## src/design/slot_ceiling_defs.vh

```
`ifndef SLOT_CEILING_DEFS_VH
`define SLOT_CEILING_DEFS_VH

// register indices; byte address is four times the index
`define TC1_IDX        12'h004
`define TC2_IDX        12'h005
`define ACLR_IDX       12'h007
`define DRDY_IDX       12'h010
`define EVT_IDX        12'h011
`define MASK_IDX       12'h012

// field layouts and reset values
`define SLOT_FIELD     16'h0fff
`define ACLR_FIELD     16'h8fff
`define ACLR_RST       16'h8fff
`define STATUS_RST     16'h0000
`define SLOT_RST       12'h000
`define IDX_RST        12'h000
`define EVT_RST        4'h0
`define FLAG_RST       1'b0
`define RDATA_IDLE     32'h0000_0000
`define BUS_READY      1'b1
`define BUS_OKAY       1'b0
`define IDX_MSB        13
`define IDX_LSB        2
`define WDAT_MSB       15
`define FIFO_BIT       15
`define NUM_SLOTS      12

// event bits of the interrupt status and mask registers
`define EVT_W          4
`define EVT_CH1        0
`define EVT_CH2        1
`define EVT_DRDY       2
`define EVT_FIFO       3
`define EVT_FIELD      16'h000f

`endif

```

## src/design/slot_ceiling_irq_autoclear.v

```verilog
// Summary of operation
// slot update with channel one over threshold sets its ceiling flag; W1C only.
// slot update with channel two over threshold sets its ceiling flag; W1C only.
// channel one flags at bits 0..11, slot A at bit 0; reset zero.
// channel two flags at bits 0..11; bits 15..12 read zero.
// bit 15 enables FIFO threshold clear on every FIFO read; resets one.
// slot autoclear enable clears that slot's data-ready on its data read.
// slot autoclear enables at bits 0..11 reset one; bits 14..12 read zero.
// with autoclear off, interrupt stays set until written one.
`timescale 1ns/10ps
`include "slot_ceiling_defs.vh"

module slot_ceiling_irq_autoclear #(
    parameter NUM_SLOTS = `NUM_SLOTS
) (
    input  wire        CLK,
    input  wire        RST_N,
    input  wire        HSEL,
    input  wire [31:0] HADDR,
    input  wire [1:0]  HTRANS,
    input  wire        HWRITE,
    input  wire [2:0]  HSIZE,
    input  wire [31:0] HWDATA,
    input  wire        HREADY,
    output wire [31:0] HRDATA,
    output wire        HREADYOUT,
    output wire        HRESP,
    input  wire        UPDATE_STB,
    input  wire [3:0]  UPDATE_SLOT,
    input  wire        CH1_OVER,
    input  wire        CH2_OVER,
    input  wire        SLOT_READ_STB,
    input  wire [3:0]  SLOT_READ_SLOT,
    input  wire        FIFO_READ_STB,
    input  wire        FIFO_THRESHOLD_IRQ_STB,
    output wire [11:0] DATA_READY_IRQ,
    output wire        FIFO_THRESHOLD_IRQ_IRQ,
    output wire        IRQ
);

    // one-hot slot select; codes above the last slot select nothing
    function [11:0] slot_onehot;
        input [3:0] s;
        integer     i;
        begin
            slot_onehot = 12'h000;
            for (i = 0; i < NUM_SLOTS; i = i + 1)
            begin
                if (s == i[3:0])
                begin
                    slot_onehot[i] = 1'b1;
                end
            end
        end
    endfunction

    reg  [11:0]        tc1_q;
    wire [11:0]        tc1_d;
    reg  [11:0]        tc2_q;
    wire [11:0]        tc2_d;
    reg  [15:0]        aclr_q;
    reg  [15:0]        aclr_d;
    reg  [11:0]        drdy_q;
    wire [11:0]        drdy_d;
    reg                fifo_q;
    reg                fifo_d;
    reg  [`EVT_W-1:0]  evt_q;
    reg  [`EVT_W-1:0]  evt_d;
    reg  [`EVT_W-1:0]  mask_q;
    reg  [`EVT_W-1:0]  mask_d;
    reg                wr_q;
    reg                wr_d;
    reg  [11:0]        wr_idx_q;
    reg  [31:0]        rdata_q;
    reg  [31:0]        rdata_d;
    reg  [15:0]        rd_mux;
    reg                irq_q;
    reg                irq_d;
    reg                ready_q;
    reg                resp_q;
    genvar             g;

    // address phase qualifiers
    wire               addr_ok  = HSEL & HTRANS[1] & HREADY;
    wire [11:0]        idx      = HADDR[`IDX_MSB:`IDX_LSB];
    wire [15:0]        wdat     = HWDATA[`WDAT_MSB:0];
    wire [11:0]        upd_sel  = UPDATE_STB ? slot_onehot(UPDATE_SLOT) : 12'h000;
    wire [11:0]        rd_sel   = SLOT_READ_STB ? slot_onehot(SLOT_READ_SLOT) : 12'h000;
    wire [11:0]        set1     = upd_sel & {12{CH1_OVER}};
    wire [11:0]        set2     = upd_sel & {12{CH2_OVER}};
    wire               wr_tc1   = wr_q & (wr_idx_q == `TC1_IDX);
    wire               wr_tc2   = wr_q & (wr_idx_q == `TC2_IDX);
    wire               wr_aclr  = wr_q & (wr_idx_q == `ACLR_IDX);
    wire               wr_drdy  = wr_q & (wr_idx_q == `DRDY_IDX);
    wire               wr_evt   = wr_q & (wr_idx_q == `EVT_IDX);
    wire               wr_mask  = wr_q & (wr_idx_q == `MASK_IDX);
    wire [15:0]        slot_w1c = `SLOT_FIELD;
    wire [15:0]        evt_w1c  = `EVT_FIELD;
    wire [15:0]        aclr_w   = `ACLR_FIELD;
    wire [11:0]        clr1     = wr_tc1 ? (wdat[11:0] & slot_w1c[11:0]) : 12'h000;
    wire [11:0]        clr2     = wr_tc2 ? (wdat[11:0] & slot_w1c[11:0]) : 12'h000;
    wire [11:0]        clr_drdy = wr_drdy ? wdat[11:0] : 12'h000;
    wire [11:0]        auto_drdy = rd_sel & aclr_q[11:0];
    wire               auto_fifo = FIFO_READ_STB & aclr_q[`FIFO_BIT];

    // per-slot flags; a set in the same cycle as a clear wins
    generate
        for (g = 0; g < NUM_SLOTS; g = g + 1)
        begin : slot_flags
            assign tc1_d[g]  = (tc1_q[g] & ~clr1[g]) | set1[g];
            assign tc2_d[g]  = (tc2_q[g] & ~clr2[g]) | set2[g];
            assign drdy_d[g] = (drdy_q[g] & ~(clr_drdy[g] | auto_drdy[g]))
                               | upd_sel[g];
        end
    endgenerate

    // fifo threshold flag; set wins over write-one and autoclear
    always @*
    begin
        fifo_d = (fifo_q & ~((wr_drdy & wdat[`FIFO_BIT]) | auto_fifo))
                 | FIFO_THRESHOLD_IRQ_STB;
    end

    // reserved enable bits never store
    always @*
    begin
        aclr_d = wr_aclr ? (wdat & aclr_w) : aclr_q;
    end

    always @*
    begin
        mask_d = wr_mask ? wdat[`EVT_W-1:0] : mask_q;
    end

    // event status; a new event beats its write-one clear
    always @*
    begin
        evt_d  = evt_q & ~(wr_evt ? (wdat[`EVT_W-1:0] & evt_w1c[`EVT_W-1:0])
                                  : {`EVT_W{1'b0}});
        evt_d[`EVT_CH1]  = evt_d[`EVT_CH1]  | (|set1);
        evt_d[`EVT_CH2]  = evt_d[`EVT_CH2]  | (|set2);
        evt_d[`EVT_DRDY] = evt_d[`EVT_DRDY] | (|upd_sel);
        evt_d[`EVT_FIFO] = evt_d[`EVT_FIFO] | FIFO_THRESHOLD_IRQ_STB;
    end

    // level interrupt from next state, so it moves with status
    always @*
    begin
        irq_d = |(evt_d & mask_d);
    end

    // read data stands only in the data phase
    always @*
    begin
        wr_d    = addr_ok & HWRITE;
        rdata_d = (addr_ok & ~HWRITE) ? {16'h0000, rd_mux} : `RDATA_IDLE;
    end

    // read view; reserved bits read zero
    always @*
    begin
        case (idx)
            `TC1_IDX:  rd_mux = {4'h0, tc1_q};
            `TC2_IDX:  rd_mux = {4'h0, tc2_q};
            `ACLR_IDX: rd_mux = aclr_q & aclr_w;
            `DRDY_IDX: rd_mux = {fifo_q, 3'h0, drdy_q};
            `EVT_IDX:  rd_mux = {12'h000, evt_q};
            `MASK_IDX: rd_mux = {12'h000, mask_q};
            default:   rd_mux = 16'h0000;
        endcase
    end

    always @(posedge CLK or negedge RST_N)
    begin
        if (!RST_N)
        begin
            tc1_q <= `SLOT_RST;
        end
        else
        begin
            tc1_q <= tc1_d;
        end
    end

    always @(posedge CLK or negedge RST_N)
    begin
        if (!RST_N)
        begin
            tc2_q <= `SLOT_RST;
        end
        else
        begin
            tc2_q <= tc2_d;
        end
    end

    always @(posedge CLK or negedge RST_N)
    begin
        if (!RST_N)
        begin
            aclr_q <= `ACLR_RST;
        end
        else
        begin
            aclr_q <= aclr_d;
        end
    end

    always @(posedge CLK or negedge RST_N)
    begin
        if (!RST_N)
        begin
            drdy_q <= `SLOT_RST;
        end
        else
        begin
            drdy_q <= drdy_d;
        end
    end

    always @(posedge CLK or negedge RST_N)
    begin
        if (!RST_N)
        begin
            fifo_q <= `FLAG_RST;
        end
        else
        begin
            fifo_q <= fifo_d;
        end
    end

    always @(posedge CLK or negedge RST_N)
    begin
        if (!RST_N)
        begin
            evt_q <= `EVT_RST;
        end
        else
        begin
            evt_q <= evt_d;
        end
    end

    always @(posedge CLK or negedge RST_N)
    begin
        if (!RST_N)
        begin
            mask_q <= `EVT_RST;
        end
        else
        begin
            mask_q <= mask_d;
        end
    end

    // write index held into the data phase
    always @(posedge CLK or negedge RST_N)
    begin
        if (!RST_N)
        begin
            wr_q     <= `FLAG_RST;
            wr_idx_q <= `IDX_RST;
            rdata_q  <= `RDATA_IDLE;
        end
        else
        begin
            wr_q     <= wr_d;
            wr_idx_q <= idx;
            rdata_q  <= rdata_d;
        end
    end

    always @(posedge CLK or negedge RST_N)
    begin
        if (!RST_N)
        begin
            irq_q <= `FLAG_RST;
        end
        else
        begin
            irq_q <= irq_d;
        end
    end

    // zero wait states, always okay
    always @(posedge CLK or negedge RST_N)
    begin
        if (!RST_N)
        begin
            ready_q <= `BUS_READY;
            resp_q  <= `BUS_OKAY;
        end
        else
        begin
            ready_q <= `BUS_READY;
            resp_q  <= `BUS_OKAY;
        end
    end

    assign HRDATA         = rdata_q;
    assign HREADYOUT      = ready_q;
    assign HRESP          = resp_q;
    assign DATA_READY_IRQ = drdy_q;
    assign FIFO_THRESHOLD_IRQ_IRQ    = fifo_q;
    assign IRQ            = irq_q;

endmodule // slot_ceiling_irq_autoclear

```

## config.mk

```make
export PLATFORM = sky130hd
export DESIGN_NAME = slot_ceiling_irq_autoclear
export DESIGN_NICKNAME = d
export VERILOG_FILES = /design/src/design/slot_ceiling_irq_autoclear.v
export VERILOG_INCLUDE_DIRS = /design/src /design/src/design
export SDC_FILE = /design/constraint.sdc
export NUM_CORES = 1
export LEC_CHECK = 0
export ABC_CLOCK_PERIOD_IN_PS = 3300
export BUFFER_PORTS_ARGS = -buffer_cell sky130_fd_sc_hd__buf_2
export CORE_MARGIN = 8
export CORE_UTILIZATION = 35
export CTS_BUF_LIST = sky130_fd_sc_hd__clkbuf_16
export DETAILED_ROUTE_END_ITERATION = 6
export MAX_ROUTING_LAYER = met4
export SLEW_MARGIN = 20
export SYNTH_ARGS = -nofsm -noshare
export SYNTH_HDL_FRONTEND = slang
export SYNTH_SLANG_ARGS = --single-unit
```

## constraint.sdc

```tcl
create_clock -name CLK -period 3.3 [get_ports CLK]
set_input_delay 0.495 -clock CLK [delete_from_list [all_inputs] [get_ports CLK]]
set_output_delay 0.495 -clock CLK [all_outputs]
set_load 0.01 [all_outputs]
```

# --- Word level (Yosys, flattened, before mapping) ---
# Index checks and enable logic that the tools add are counted.
totals:
  register_bits: 88
  in_bits: 88
  output_inout_bits: 48
  elab_cells: 231
classes:
  n_eq_ne: 34
  n_mux: 33
  bitwise: 147
  reduce_logical: 6
ops:
  columns: ["cell", "count"]
  rows:
  - ["$pmux W16 S6", 1]
  - ["$eq A12 B3 Y1 const B", 6]
  - ["$eq A12 B5 Y1 const B", 6]
  - ["$mux W12", 5]
  - ["$or A1 B1 Y1", 54]
  - ["$and A1 B1 Y1", 49]
  - ["$not A1 Y1", 38]
  - ["$and A12 B12 Y12", 3]
  - ["$reduce_or A12 Y1", 3]
  - ["$eq A4 B3 Y1 const B", 8]
  - ["$eq A4 B4 Y1 const B", 8]
  - ["$mux W1", 24]
  - ["$eq A4 B2 Y1 const B", 4]
  - ["$mux W16", 1]
  - ["$and A4 B4 Y4", 2]
  - ["$eq A4 B1 Y1 const B", 2]
  - ["$logic_not A4 Y1", 2]
  - ["$mux W4", 2]
  - ["$not A4 Y4", 1]
  - ["$reduce_or A4 Y1", 1]

# --- Logic depth before layout (Yosys ltp) ---
depth:
  depth_word: 8
  ltp_mapped: 6
  ltp_nobuf: 5

# --- Worst setup path before layout ---
# Ideal clock, no wire load.
synth_timing:
  kind: "register -> register"
  startpoint: "register wr_idx_q[3]"
  endpoint: "register irq_q (netlist: IRQ)"
  setup_time_ps: 126
  t_arrival_ps: 2321
  required_ps: 3174
  slack_ps: 853
  stages_incl_launch_ff: 6
  path_buffers: 0
  path_cell_list: "dfrtp_1 or4bb_2 nor4_1 mux2_2 a22o_1 a221o_1"
synth_via:
  word_cells_on_any_way: 14
synth_rtl:
  columns: ["element", "line", "rtl"]
  rows:
  - ["from (decl)", "slot_ceiling_irq_autoclear.v:73", "reg [11:0] wr_idx_q;"]
  - ["from (signal assigned)", "slot_ceiling_irq_autoclear.v:263", "wr_idx_q <= `IDX_RST;"]
  - ["from (signal assigned)", "slot_ceiling_irq_autoclear.v:269", "wr_idx_q <= idx;"]
  - ["$eq A12 B5 Y1 (no source line)", null, null]
  - ["$and A1 B1 Y1", "slot_ceiling_irq_autoclear.v:96", "wire wr_mask = wr_q & (wr_idx_q == `MASK_IDX);"]
  - ["$mux W4", "slot_ceiling_irq_autoclear.v:132", "mask_d = wr_mask ? wdat[`EVT_W-1:0] : mask_q;"]
  - ["via mask_d[1]", "slot_ceiling_irq_autoclear.v:70", "reg [`EVT_W-1:0] mask_d;"]
  - ["$and A4 B4 Y4", "slot_ceiling_irq_autoclear.v:149", "irq_d = |(evt_d & mask_d);"]
  - ["$reduce_or A4 Y1", "slot_ceiling_irq_autoclear.v:149", null]
  - ["via irq_d", "slot_ceiling_irq_autoclear.v:78", "reg irq_d;"]
  - ["to (signal assigned)", "slot_ceiling_irq_autoclear.v:278", "irq_q <= `FLAG_RST;"]
  - ["to (signal assigned)", "slot_ceiling_irq_autoclear.v:282", "irq_q <= irq_d;"]
  - ["to (decl)", "slot_ceiling_irq_autoclear.v:77", "reg irq_q;"]
# The timed path passes the listed nets, and every way through them passes these cells.
# A chain may end at the register's enable or synchronous reset.

# --- Worst setup path after layout ---
# Ends and elaborated chain as after synthesis.

==> results.md <==
| Quantity | This run |
|---|---|
| Outcome | finished, final reports clean |
| Cell taking the most area after synthesis | dfrtp_1 |
| Met2 demand-to-capacity share in global routing | 24.6% |
| Unrepaired setup endpoints after global routing | no |
| First-pass DRT Iterations | 5 |
| Leakage power | 0.00199 µW |
| Setup slack at placement | 0.894 ns |
| WP data required | 3.51 ns |
| Clock-pin slew reported for the worst setup and hold paths after clock tree synthesis | 0.06 ns |
| Maximum level of the CTS H-tree | 3 |
| Relative slew slack | 34.2% |
| CTS tree | yes |
| Cell at the root of the clock tree | clkbuf_16 |
| Total global-route track usage | 15.6% |
| Mean routed wirelength per cell | 19.4 µm |
| Count of inserted antenna diode cells | 0 |
| Detailed Route Iter0 Violations | 184 |
| Via count of the first global-routing pass | 3237 |
| Initial Utilization | 35.4% |
| Number of gates given a new drive strength after cts | 0 |
| Sum Neg Setup Slack | 0 ns |
| Final setup violation count | 0 |
| Buffers from clock root to sink, at most | 2 |
| Post-place instance area | 0.00444 mm² |
| Number of unique standard cell types used by synthesis | 41 |
| Average cell area after synthesis | 11.1 µm² |
| Minimum setup slack in the final design | 0.871 ns |
| Max-cap violations | 0 |
| Clock tree sinks | 85 |
| Largest driver fanout on the critical path | 4 |
| Minimum clock period | 2.43 ns |
| Antenna viol nets, final | 0 |
| Post-DR vias/cell | 5.32 |
| YS warnings | 0 |
| Measured slew at the worst slew-check pin | 0.980 ns |
| Area of the mapped netlist | 0.00397 mm² |
| Number of max-slew violations in the final report | 0 |
| Number of flip-flops and latches in the synthesized netlist | 85 |
| Biggest area contributors in the synthesized netlist | dfrtp_1 45%, dfstp_2 8.6%, mux2_2 7.4% |
| Number of fill cells | 1078 |
| Cts hold-fix bufs | 0 |
| Post-synth top flop | dfrtp_1 |
| Sequential power share | 50.3% |
| Share of synthesized flip-flops with an asynchronous set or reset | 100% |
| Core Region | 0.0112 mm² |
| CP arrival | 2.64 ns |
| Drt total wl | 11.3 mm |
| Clock share of power | 37.6% |
| Proportion of synthesized chip area in sequential cells | 54.0% |
| Std-Cell Rows | 39 |
| Most Used Layer, Global Route | met2 |
| Cell with the most instances after synthesis | dfrtp_1 |
| Global-route wire length before repair | 17.4 mm |
| Startpoint of the worst setup timing path | wr_idx_q[3] |
| Gp weighted congestion | 0.897 |
| Worst min-delay path class | input port to asynchronous set/reset pin |
| Tcrit/Tclk final | 73.6% |
| GRT met1 Usage | 19.9% |
| Largest net degree at the start of global routing | 86 |
| Hpwl dp | 7.97 mm |
| Final cell utilization of the core | 42.0% |
| Met3 GRT Util | 2.71% |
| Number of nets in the finished design | 522 |
| Final Hold Vio Count | 0 |
| DR DRC count | 0 |
| Portion of synthesized cell area occupied by the leading cell type | 45.4% |
| Area of the die | 0.0150 mm² |
| Type of element capturing the critical path | flop |
| Total via count after detailed routing | 3094 |
| Switching share of power | 25.8% |
| Area grow syn2layout | 18.7% |
| Category of the worst setup path launch point | flop |
| Clock network latency to the later pin of the worst-skew pair | 0.33 ns |
| Count of input and output buffers | 71 |
| Category of the critical setup timing path | flop to flop |
| Final instance area | 0.00471 mm² |
| R2r startpoint | wr_idx_q[3] |
| Sw power | 621 µW |
| Maximum clock rate | 412 MHz |
| Num ports | 136 |
| Fraction of layout instances using a drive strength above 1 | 36.0% |
| Syn Inst Count | 357 |
| Count of buffers added by post-CTS timing repair for setup | 0 |
| Maximum VDD drop | 0.260 mV |
| Worst Clk Skew | 0.00370 ns |
| Combinational share of power | 12.1% |
| Die X-Extent | 122 µm |
| Antenna violations before repair | 0 |
| Grt ovf | 0 |
| Overall die height | 122 µm |
| Post-synth top cells | 72 x dfrtp_1, 53 x nand2_1, 26 x mux2_2, 25 x a22o_1, 21 x buf_4 |
| Power per Cell Area | 512 mW/mm² |
| EDFF count, synth | 0 |
| Number of clock buffers inserted by TritonCTS | 9 |
| Int Pwr | 1790 µW |
==> cell usage in the layout (no fill, tap or decap), types with 8 or more instances in the layout <==
cell type and count:
a22oi_1 16, nand3_1 10, buf_2 70, buf_4 8
dfrtp_1 72, mux2_2 26, nor2_1 16, a31o_2 13
conb_1 21, clkbuf_16 9, a22o_1 25, nand2_1 53
dfstp_2 13, a21oi_1 13
==> final timing paths <==
check | endpoint | slack [ns] | cells past startpoint
worst max-delay path | IRQ | 0.87 | 6
worst min-delay path | HRDATA[5] | 0.19 | 1
worst max register to register | IRQ | 0.87 | 6
worst min register to register | tc2_q[9] | 0.50 | 1
max in group asynchronous | DATA_READY_IRQ[7] | 2.56 | 1
min in group CLK | wr_idx_q[11] | 0.28 | 1
==> cell families (layout without fill, tap and decap cells) <==
kind of cell           count (synthesis)  in the layout  share of synthesized area [%]
muxes                                 30             30                           8.39
buffers and inverters                 32             95                           5.14
other                                  2             21                          0.189
and+or+nand+nor                      130            130                           17.2
DFF                                   85             85                           54.0
AOI/OAI and AO/OA                     78             78                           15.0
==> worst max-delay path: stages, from the launching register on <==
cell	delay, ns
dfrtp_1	0.38
or4bb_2	0.66
nor4_1	0.24
buf_4	0.20
mux2_2	0.34
a22o_1	0.24
a221o_1	0.26
==> power groups by stage <==
stage          clock network, µW  logic, µW  registers [µW]
2_1_floorplan                  0        176            1220
3_3_place_gp                   0        285            1220
3_5_place_dp                   0        294            1230
4_1_cts                      928        294            1210
5_1_grt                      963        320            1220
6_report                     905        292            1210
==> per-stage QoR <==
step	power (µW)	hold slack (ns)	cells
2_1_floorplan	1390	0.199	376
3_3_place_gp	1510	0.477	566
3_5_place_dp	1520	0.476	566
4_1_cts	2430	0.270	582
5_1_grt	2510	0.270	582
6_report	2410	0.194	582
==> routing by layer <==
layer | routed length, µm | up-vias
met1 | 4980 | 1533
met2 | 5460 | 122
met3 | 673 | 13
li1 | - | 1426
met4 | 161 | 0
met5 | 0 | -
==> flip-flops by register name, summed over array words and instances (netlist names) <==
register,count
HRDATA,13
aclr_q,13
DATA_READY_IRQ,12
tc1_q,12
tc2_q,12
wr_idx_q,12
evt_q,4
mask_q,4
FIFO_THRESHOLD_IRQ_IRQ,1
IRQ,1
wr_q,1
==> layout make-up <==
class | instances | area (µm²) | area share [%]
clock inverters | 7 | 42.5 | 0.903
flip-flops and latches | 85 | 2140 | 45.5
well taps | 143 | 179 | 3.80
repair buffers | 79 | 422 | 8.95
multi-input cells | 259 | 1700 | 36.1
clock buffers | 9 | 225 | 4.78
No activity file was read; power rests on OpenSTA's default activity.
